===== src/common/eee_config_consts.svh =====
`ifndef EEE_CONFIG_CONSTS_SVH
`define EEE_CONFIG_CONSTS_SVH

// register addresses inside the extended register space
`define EEE_CFG3_ADDR        16'h04d1
`define EEE_LINK_TIMING_ADDR 16'h04d2
`define EEE_STEP_GAINS_ADDR  16'h04d4

// reset values
`define EEE_CFG3_RESET        16'h018b
`define EEE_LINK_TIMING_RESET 16'h354a
`define EEE_STEP_GAINS_RESET  16'h6633

// writable bit masks; reserved bits stay zero
`define EEE_CFG3_WMASK        16'h77ff
`define EEE_LINK_TIMING_WMASK 16'hffff
`define EEE_STEP_GAINS_WMASK  16'h7777

// field positions in the first configuration register
`define FLP_SEL_HI       14
`define FLP_SEL_LO       13
`define FORCE_TX_IDLE_BIT 12
`define ADV_SRC_BIT      3
`define NP_BLOCK_BIT     2
`define QUIET_PD_BIT     1
`define CAP_ON_BIT       0

// forced low-power select encodings
`define FLP_OFF     2'h0
`define FLP_FORCED  2'h3

`endif


===== src/common/eee_config_pkg.sv =====
package eee_config_pkg;

   // decoded forced low-power mode
   typedef enum logic [1:0]
   {
      flp_off,
      flp_reserved,
      flp_forced
   } flp_mode_t;

endpackage


===== src/hw/eee_config_registers.sv =====
`timescale 1ns/100ps
`include "eee_config_consts.svh"

// Notes on behaviour
// - forced select 0 is off, 3 forces low-power idle, 1 and 2 reserved
// - forced transmit idle bit set requests low-power idle on transmit
// - advertise source bit picks capability bit or MMD advertisement registers
// - next page block bit refuses reception of EEE next pages
// - quiet powerdown bit shuts analog receive path in the quiet period
// - capability bit clear reports no EEE support and ignores MMD registers
module eee_config_registers
   import eee_config_pkg::*;
(
   input  wire logic        i_mclk,
   input  wire logic        i_rst_n,
   input  wire logic [15:0] i_reg_addr,
   input  wire logic        i_reg_wr,
   input  wire logic [15:0] i_reg_wdata,
   input  wire logic        i_mmd_adv_eee,
   input  wire logic        i_mmd_cap_eee,
   output logic      [15:0] o_reg_rdata,
   output logic      [1:0]  o_flp_mode,
   output logic             o_tx_lpi_request,
   output logic             o_adv_eee,
   output logic             o_np_accept,
   output logic             o_quiet_rx_powerdown,
   output logic             o_eee_supported,
   output logic      [15:0] o_link_timing,
   output logic      [15:0] o_step_gains
);

   // ****************************************
   // register storage
   // ****************************************

   logic [15:0] cfg3_reg;
   logic [15:0] timing_reg;
   logic [15:0] gains_reg;
   flp_mode_t   flp_mode;

   // merge a write through a writable-bit mask
   function automatic logic [15:0] masked(input logic [15:0] d, input logic [15:0] m);
      masked = d & m;
   endfunction

   // first configuration register, reserved bits forced to zero
   always_ff @(posedge i_mclk)
   begin
      if (!i_rst_n)
         cfg3_reg <= `EEE_CFG3_RESET;
      else if (i_reg_wr && i_reg_addr == `EEE_CFG3_ADDR)
         cfg3_reg <= masked(i_reg_wdata, `EEE_CFG3_WMASK);
   end

   // receive timing loop controls, all bits writable
   always_ff @(posedge i_mclk)
   begin
      if (!i_rst_n)
         timing_reg <= `EEE_LINK_TIMING_RESET;
      else if (i_reg_wr && i_reg_addr == `EEE_LINK_TIMING_ADDR)
         timing_reg <= masked(i_reg_wdata, `EEE_LINK_TIMING_WMASK);
   end

   // step gains; bits 15, 11, 7 and 3 are reserved
   always_ff @(posedge i_mclk)
   begin
      if (!i_rst_n)
         gains_reg <= `EEE_STEP_GAINS_RESET;
      else if (i_reg_wr && i_reg_addr == `EEE_STEP_GAINS_ADDR)
         gains_reg <= masked(i_reg_wdata, `EEE_STEP_GAINS_WMASK);
   end

   // ****************************************
   // read path
   // ****************************************

   // unmapped addresses read zero
   always_ff @(posedge i_mclk)
   begin
      if (!i_rst_n)
         o_reg_rdata <= 16'h0000;
      else
      begin
         case (i_reg_addr)
            `EEE_CFG3_ADDR:        o_reg_rdata <= cfg3_reg;
            `EEE_LINK_TIMING_ADDR: o_reg_rdata <= timing_reg;
            `EEE_STEP_GAINS_ADDR:  o_reg_rdata <= gains_reg;
            default:               o_reg_rdata <= 16'h0000;
         endcase
      end
   end

   // ****************************************
   // control decode
   // ****************************************

   // reserved select codes decode as flp_reserved, not as off, so a stray write never reports forced idle
   // limitation: the decode only reports the mode; the transmit path that
   // acts on it lies outside this bank and must itself ignore reserved codes
   always_comb
   begin
      case (cfg3_reg[`FLP_SEL_HI:`FLP_SEL_LO])
         `FLP_OFF:    flp_mode = flp_off;
         `FLP_FORCED: flp_mode = flp_forced;
         default:     flp_mode = flp_reserved;
      endcase
   end

   // outputs follow the stored bits; capability gate sits last
   always_comb
   begin
      o_flp_mode           = flp_mode;
      // the request bit is honoured as written; ordering is the host's duty
      o_tx_lpi_request     = cfg3_reg[`FORCE_TX_IDLE_BIT];
      o_eee_supported      = cfg3_reg[`CAP_ON_BIT] & i_mmd_cap_eee;
      o_adv_eee            = cfg3_reg[`ADV_SRC_BIT] ? cfg3_reg[`CAP_ON_BIT]
                             : (cfg3_reg[`CAP_ON_BIT] & i_mmd_adv_eee);
      o_np_accept          = ~cfg3_reg[`NP_BLOCK_BIT];
      o_quiet_rx_powerdown = cfg3_reg[`QUIET_PD_BIT];
      o_link_timing        = timing_reg;
      o_step_gains         = gains_reg;
   end

   // ****************************************
   // checks
   // ****************************************

   reserved_zero_a: assert property (@(posedge i_mclk) disable iff (!i_rst_n)
      (cfg3_reg & ~`EEE_CFG3_WMASK) == 16'h0 && (gains_reg & ~`EEE_STEP_GAINS_WMASK) == 16'h0)
      else $error("reserved bit set");
   cfg3_write_a: assert property (@(posedge i_mclk) disable iff (!i_rst_n)
      i_reg_wr && i_reg_addr == `EEE_CFG3_ADDR |=> cfg3_reg == ($past(i_reg_wdata) & 16'h77ff))
      else $error("config write not stored");
   forced_mode_a: assert property (@(posedge i_mclk) disable iff (!i_rst_n)
      (flp_mode == flp_forced) == (cfg3_reg[14:13] == 2'h3))
      else $error("forced mode decode wrong");
   tx_request_a: assert property (@(posedge i_mclk) disable iff (!i_rst_n)
      i_reg_wr && i_reg_addr == `EEE_CFG3_ADDR |=> o_tx_lpi_request == $past(i_reg_wdata[12]))
      else $error("transmit idle request wrong");
   adv_source_a: assert property (@(posedge i_mclk) disable iff (!i_rst_n)
      cfg3_reg[3] |-> o_adv_eee == cfg3_reg[0])
      else $error("advertise source wrong");
   no_support_a: assert property (@(posedge i_mclk) disable iff (!i_rst_n)
      !cfg3_reg[0] |-> !o_eee_supported && !o_adv_eee)
      else $error("support reported while disabled");
   np_block_a: assert property (@(posedge i_mclk) disable iff (!i_rst_n)
      o_np_accept != cfg3_reg[2])
      else $error("next page gate wrong");
   quiet_pd_a: assert property (@(posedge i_mclk) disable iff (!i_rst_n)
      i_reg_wr && i_reg_addr == `EEE_CFG3_ADDR
      |=> o_quiet_rx_powerdown == $past(i_reg_wdata[1]))
      else $error("quiet powerdown wrong");
   unmapped_read_a: assert property (@(posedge i_mclk) disable iff (!i_rst_n)
      i_reg_addr == 16'h04d3 |=> o_reg_rdata == 16'h0000)
      else $error("unmapped read not zero");

   // ****************************************
   // register write and read checks
   // ****************************************

   // timing register takes every bit of a write
   timing_write_a: assert property (@(posedge i_mclk) disable iff (!i_rst_n)
      i_reg_wr && i_reg_addr == `EEE_LINK_TIMING_ADDR
      |=> o_link_timing == $past(i_reg_wdata))
      else $error("timing write not stored");

   // gains register drops the reserved bits of a write
   gains_write_a: assert property (@(posedge i_mclk) disable iff (!i_rst_n)
      i_reg_wr && i_reg_addr == `EEE_STEP_GAINS_ADDR
      |=> o_step_gains == ($past(i_reg_wdata) & `EEE_STEP_GAINS_WMASK))
      else $error("gains write not stored");

   // a write to any other address leaves the first register alone
   cfg3_hold_a: assert property (@(posedge i_mclk) disable iff (!i_rst_n)
      !(i_reg_wr && i_reg_addr == `EEE_CFG3_ADDR) |=> $stable(cfg3_reg))
      else $error("config changed without a write");

   // reads return the register as it stood at the address edge
   cfg3_read_a: assert property (@(posedge i_mclk) disable iff (!i_rst_n)
      i_reg_addr == `EEE_CFG3_ADDR |=> o_reg_rdata == $past(cfg3_reg))
      else $error("config read wrong");

   // same for the timing register
   timing_read_a: assert property (@(posedge i_mclk) disable iff (!i_rst_n)
      i_reg_addr == `EEE_LINK_TIMING_ADDR |=> o_reg_rdata == $past(timing_reg))
      else $error("timing read wrong");

   // ****************************************
   // decode checks
   // ****************************************

   // reserved select codes never decode as forced
   reserved_code_a: assert property (@(posedge i_mclk) disable iff (!i_rst_n)
      cfg3_reg[`FLP_SEL_HI:`FLP_SEL_LO] inside {2'h1, 2'h2} |-> flp_mode == flp_reserved)
      else $error("reserved code decode wrong");

   // select zero reports the off mode
   forced_off_a: assert property (@(posedge i_mclk) disable iff (!i_rst_n)
      cfg3_reg[`FLP_SEL_HI:`FLP_SEL_LO] == `FLP_OFF |-> o_flp_mode == flp_off)
      else $error("off mode decode wrong");

   // with the source bit clear the management advertisement decides
   mmd_source_a: assert property (@(posedge i_mclk) disable iff (!i_rst_n)
      !cfg3_reg[`ADV_SRC_BIT] |-> o_adv_eee == (cfg3_reg[`CAP_ON_BIT] & i_mmd_adv_eee))
      else $error("management advertise wrong");

   // support needs both the capability bit and the capability input
   supported_a: assert property (@(posedge i_mclk) disable iff (!i_rst_n)
      o_eee_supported == (cfg3_reg[`CAP_ON_BIT] & i_mmd_cap_eee))
      else $error("support flag wrong");

   // the transmit request follows its stored bit at every edge
   tx_level_a: assert property (@(posedge i_mclk) disable iff (!i_rst_n)
      o_tx_lpi_request == cfg3_reg[`FORCE_TX_IDLE_BIT])
      else $error("transmit request level wrong");

   // the quiet powerdown follows its stored bit at every edge
   quiet_level_a: assert property (@(posedge i_mclk) disable iff (!i_rst_n)
      o_quiet_rx_powerdown == cfg3_reg[`QUIET_PD_BIT])
      else $error("quiet powerdown level wrong");

   forced_cov: cover property (@(posedge i_mclk) disable iff (!i_rst_n)
      flp_mode == flp_forced ##1 o_tx_lpi_request);
   mmd_adv_cov: cover property (@(posedge i_mclk) disable iff (!i_rst_n)
      !cfg3_reg[3] && o_adv_eee);
   np_block_cov: cover property (@(posedge i_mclk) disable iff (!i_rst_n) !o_np_accept);
   reserved_code_cov: cover property (@(posedge i_mclk) disable iff (!i_rst_n)
      flp_mode == flp_reserved);
   unmapped_read_cov: cover property (@(posedge i_mclk) disable iff (!i_rst_n)
      i_reg_addr == 16'h04d3 && !i_reg_wr);

endmodule


===== config.mk =====
export PLATFORM = sky130hd
export DESIGN_NAME = eee_config_registers
export DESIGN_NICKNAME = d
export VERILOG_FILES = /design/src/common/eee_config_pkg.sv /design/src/hw/eee_config_registers.sv
export VERILOG_INCLUDE_DIRS = /design/src /design/src/common
export SDC_FILE = /design/constraint.sdc
export NUM_CORES = 1
export LEC_CHECK = 0
export BUFFER_PORTS_ARGS = -buffer_cell sky130_fd_sc_hd__buf_2
export CAP_MARGIN = 20
export CORE_ASPECT_RATIO = 1.1
export CORE_MARGIN = 1
export CORE_UTILIZATION = 48
export DETAILED_ROUTE_END_ITERATION = 10
export PLACE_DENSITY = 0.78
export REMOVE_ABC_BUFFERS = 1
export SLEW_MARGIN = 20
export SYNTH_ARGS = -nofsm -noshare
export SYNTH_HDL_FRONTEND = slang
export SYNTH_SLANG_ARGS = --single-unit

===== constraint.sdc =====
create_clock -name i_mclk -period 2.1 [get_ports i_mclk]
set_clock_uncertainty 0.1 [all_clocks]
set_input_delay 0.315 -clock i_mclk [delete_from_list [all_inputs] [get_ports i_mclk]]
set_output_delay 0.315 -clock i_mclk [all_outputs]
set_load 0.02 [all_outputs]

# Word level (Yosys, flattened, before mapping)
# Index checks and enable logic that the tools add are counted.
[totals]
ram_bits = 0
memories = 0
out_inout_bits = 55
mem_bits_ro = 0
word_cells = 18
input_bits = 37
reg_bits = 58
latch_bits = 0
[op_classes]
n_reduce_logical = 4
n_eq_ne = 4
magnitude_cmp = 0
n_addsub = 0
n_div = 0
shift = 0
n_mux = 3
bitwise_logic = 3
mul = 0
[op_table]
columns = ["operator", "n"]
rows = [
  ["$eq A16 B11 Y1 const B", 3],
  ["$pmux W16 S3", 1],
  ["$pmux W2 S2", 1],
  ["$logic_and A1 B1 Y1", 3],
  ["$and A1 B1 Y1", 2],
  ["$eq A2 B2 Y1 const B", 1],
  ["$logic_not A2 Y1", 1],
  ["$mux W1", 1],
  ["$not A1 Y1", 1],
]

# Logic depth before layout (Yosys ltp)
[logic_depth]
ltp_word = 2
ltp_mapped = 6
ltp_nobuf = 4

# Worst setup path before layout
# Ideal clock, no wire load.
[synth_path]
path_kind = "input-to-reg"
start = "in i_reg_addr[12]"
end = "reg cfg3_reg[4]"
cell_stages = 6
setup_time_ns = 0.072
setup_slack_ns = 0.443
path_buffers = 2
arrival_time_ns = 1.485
required_time_ns = 1.928
path_cell_list = "nor4b_2 -> and4_1 -> buf_4 -> and2_1 -> buf_6 -> mux2i_1"
[synth_via]
elab_chain_cells = 2
[synth_rtl]
columns = ["item", "line_no", "rtl"]
rows = [
  ["from (decl)", "eee_config_registers.sv:16", "input wire logic [15:0] i_reg_addr,"],
  ["$eq A16 B11 Y1", "n/a", ""],
  ["$logic_and A1 B1 Y1 (no line)", "n/a", ""],
  ["to (signal assigned)", "eee_config_registers.sv:50", "cfg3_reg <= `EEE_CFG3_RESET;"],
  ["to (signal assigned)", "eee_config_registers.sv:52", "cfg3_reg <= masked(i_reg_wdata, `EEE_CFG3_WMASK);"],
  ["to (decl)", "eee_config_registers.sv:36", "logic [15:0] cfg3_reg;"],
]
# No other way between the ends.
# A chain may end at the register's enable or synchronous reset.

# Worst setup path after layout
[layout_path]
start = "in i_reg_addr[12]"
end = "reg gains_reg[4] (netlist: o_step_gains[4])"
[layout_via]
elab_chain_cells = 2
[layout_rtl]
columns = ["item", "line_no", "rtl"]
rows = [
  ["$eq A16 B11 Y1", "n/a", ""],
  ["$logic_and A1 B1 Y1 (no line)", "n/a", ""],
  ["to (signal assigned)", "eee_config_registers.sv:68", "gains_reg <= `EEE_STEP_GAINS_RESET;"],
  ["to (signal assigned)", "eee_config_registers.sv:70", "gains_reg <= masked(i_reg_wdata, `EEE_STEP_GAINS_WMASK);"],
  ["to (decl)", "eee_config_registers.sv:38", "logic [15:0] gains_reg;"],
]
# No other way between the ends.

==> impl_results.md <==
- CTS max path bufs: 2
- Yosys cell types: 33
- Max-Cap Viols: 0
- Ports: 92
- Status: completed
- Initial Util: 51.3%
- Depth of the most critical reg-to-reg path: 3
- Post-CTS resize count: 0
- H-tree depth: 3
- Hold Crit Class: in -> reg
- Crit end category: register
- Final Hold Viols: 0
- Core ar.: 4780 um^2
- DR WL/cell: 15.8 um
- Initial antenna violation count: 0
- RSZ-0062 raised after global routing: no
- Worst hold stages: 3
- DR DRC count: 0
- Hold Path End: cfg3_reg[10]
- CTS clk-pin slew, worst paths: 0.07 ns
- Port Buf Inserts: 87
- Clock Sink Count: 58
- Most common cell after layout, fill and taps aside: buf_2
- Worst-margin pin slew: 1.01 ns
- Via Count: 2264
- FF-to-FF Start: o_link_timing[9]
- Pwr/cell area: 765 nW/um^2
- Vias in the first global route: 2235
- Required time worst endpoint: 2.25 ns
- # setup viols final: 0
- Post-DP Area: 2990 um^2
- Final Cell Area: 3230 um^2
- Cell Area, Synth: 2450 um^2
- Final cell count without fillers: 418
- Gpl congestion: 0.819
- Pin count of the biggest net entering global routing: 33
- TritonCTS clock tree: yes
- Buf/Inv on CP: 3
- Critical path peak fanout: 8
- Fillcell total: 401
- Avg Inst Size Synth: 9.41 um^2
- Period Utilization, post-route: 76.1%
- Final Max Slew Viols: 0
- CP cell instances: buf_2 > nor4b_2 > buf_4 > nand4_4 > nor3_4 > buf_4 > mux2i_1
- Most used cell along the critical path: buf_4
- Postcts setup bufs: 0
- Slew margin rel.: 32.3%
- Global-route wire length before repair: 10.9 mm
- Insertion delay to the later sink of the worst-skew pair: 0.33 ns
- N_diodes: 0
- Delay-heaviest family, CP: simple AND/OR/NAND/NOR gates
- Root Buffer: clkbuf_8
- Arrival @ worst endpoint: 1.75 ns
- Site Rows: 26
- Share of cells above drive strength 1: 34.5%
- Nets: 395
- RR Endpoint: o_reg_rdata[9]
- CP Launch Point: i_reg_addr[12]
- Hold_sp: i_reg_wdata[10]
- Setup tns final: 0 ns
- CP Launch Type: input pin
- Peak supply drop: 525 uV
- Total grt overflow: 0
- Register area share after synthesis: 47.3%
- Seq cells post-synth: 58
- Die height: 77.0 um
- Total GRT Usage: 25.9%
- Placed Instances: 402
- Vias/cell: 5.42
- Crit Path Class: in -> reg
- Critical-path top delay cell: nor4b_2
- Mapped Cells: 261
- Num CTS Buffers: 9
- Final WL: 6.59 mm
- Synth-to-Final Area Change: 31.7%
- P_leak: 1.43 nW
- Slowest stage delay, CP: 0.32 ns
- Die width: 70.2 um
- Register-to-register setup slack: 1.13 ns
- TritonRoute pass-1 iters: 4
- Full die area: 5400 um^2
- Final ANT Viol Nets: 0
- Min Tclk post-route: 1.60 ns
- Fmax achieved: 626 MHz
- DP HPWL: 4.46 mm
- Post-layout util: 67.6%
- Initial detailed-routing violation count: 202
- Yosys warns: 0
- CTS Hold Bufs: 0
- Commonest cells after routing, fill and taps aside: 87 x buf_2, 58 x dfxtp_1, 35 x nor2_1
[through the flow]
step,total power (W),setup slack (ns),hold WS (ns)
floorplan,0.00120,-0.466,0.291
global placement,0.00128,0.246,0.346
detailed placement,0.00128,0.192,0.354
CTS,0.00248,0.530,0.134
global route,0.00256,0.437,0.145
finish,0.00247,0.502,0.142
[Yosys cell counts (all sizes together)]
cell type | count | area (um^2)
conb | 1 | 3.75
nor2b | 2 | 12.5
nor4 | 1 | 6.26
nand4 | 1 | 21.3
nor3 | 3 | 26.3
a2bb2oi | 12 | 105
inv | 2 | 7.51
o2111ai | 1 | 8.76
and2 | 5 | 31.3
nand2 | 30 | 113
o21ai | 6 | 30.0
ha | 1 | 12.5
nor2 | 35 | 131
a21oi | 7 | 35.0
dfxtp | 58 | 1160
and4b | 1 | 10.0
nand4b | 1 | 8.76
clkbuf | 11 | 41.3
a22oi | 14 | 105
buf | 11 | 81.3
nor4b | 2 | 38.8
nor3b | 1 | 7.51
o21a | 1 | 7.51
mux2i | 26 | 260
o31a | 10 | 87.6
and4 | 2 | 17.5
nand2b | 3 | 18.8
nand3 | 13 | 65.1
[cell families (layout without fill, tap and decap cells)]
family | Yosys count | in the layout | synth area share (%)
buffers and inverters | 24 | 122 | 5.30
flip-flops | 58 | 58 | 47.3
other | 1 | 4 | 0.153
adder cells (fa/ha/maj) | 1 | 1 | 0.510
AO/OA/AOI/OAI | 51 | 51 | 15.4
AND/OR/NAND/NOR | 100 | 100 | 20.7
multiplexers | 26 | 26 | 10.6
[area by class of cell]
| class | instances | area [um^2] | area share [%] |
|---|---|---|---|
| multi-input cells | 182 | 1180 | 36.5 |
| flip-flops and latches | 58 | 1160 | 35.9 |
| repair buffers | 104 | 576 | 17.8 |
| clock buffers | 12 | 165 | 5.11 |
| clock inverters | 4 | 72.6 | 2.25 |
| well taps | 56 | 70.1 | 2.17 |
| inverters | 2 | 7.51 | 0.232 |
[worst max path at each step]
| stage | end | slack [ns] | depth (start not counted) |
|---|---|---|---|
| 6_report | o_step_gains[4] | 0.50 | 7 |
| 5_1_grt | o_link_timing[1] | 0.44 | 7 |
| 4_1_cts | o_step_gains[4] | 0.53 | 7 |
| 3_5_place_dp | o_step_gains[4] | 0.19 | 7 |
| 3_3_place_gp | o_step_gains[4] | 0.25 | 7 |
| 2_1_floorplan | o_reg_rdata[0] | -0.47 | 3 |
[where the power goes]
group | switching (W) | internal, W | total [W] | leakage (nW)
clock | 0.000447 | 0.000763 | 0.00121 | 0.119
combinational | 0.0000948 | 0.0000677 | 0.000163 | 0.843
sequential | 0.00000000559 | 0.00110 | 0.00110 | 0.468
[tightest hold or removal path: stages]
cell and delay [ns]:
buf_2 0.10, nand2_1 0.05, mux2i_1 0.06
[metal layers]
layer / up-vias / GRT usage (%) / wire length, um
li1: 1114 / - / -
met1: 1055 / 30.5 / 2640
met2: 82 / 43.7 / 3400
met3: 13 / 5.91 / 368
met4: 0 / 13.0 / 183
met5: - / 0 / 0
Note: power is estimated with default switching activity, not from simulation.
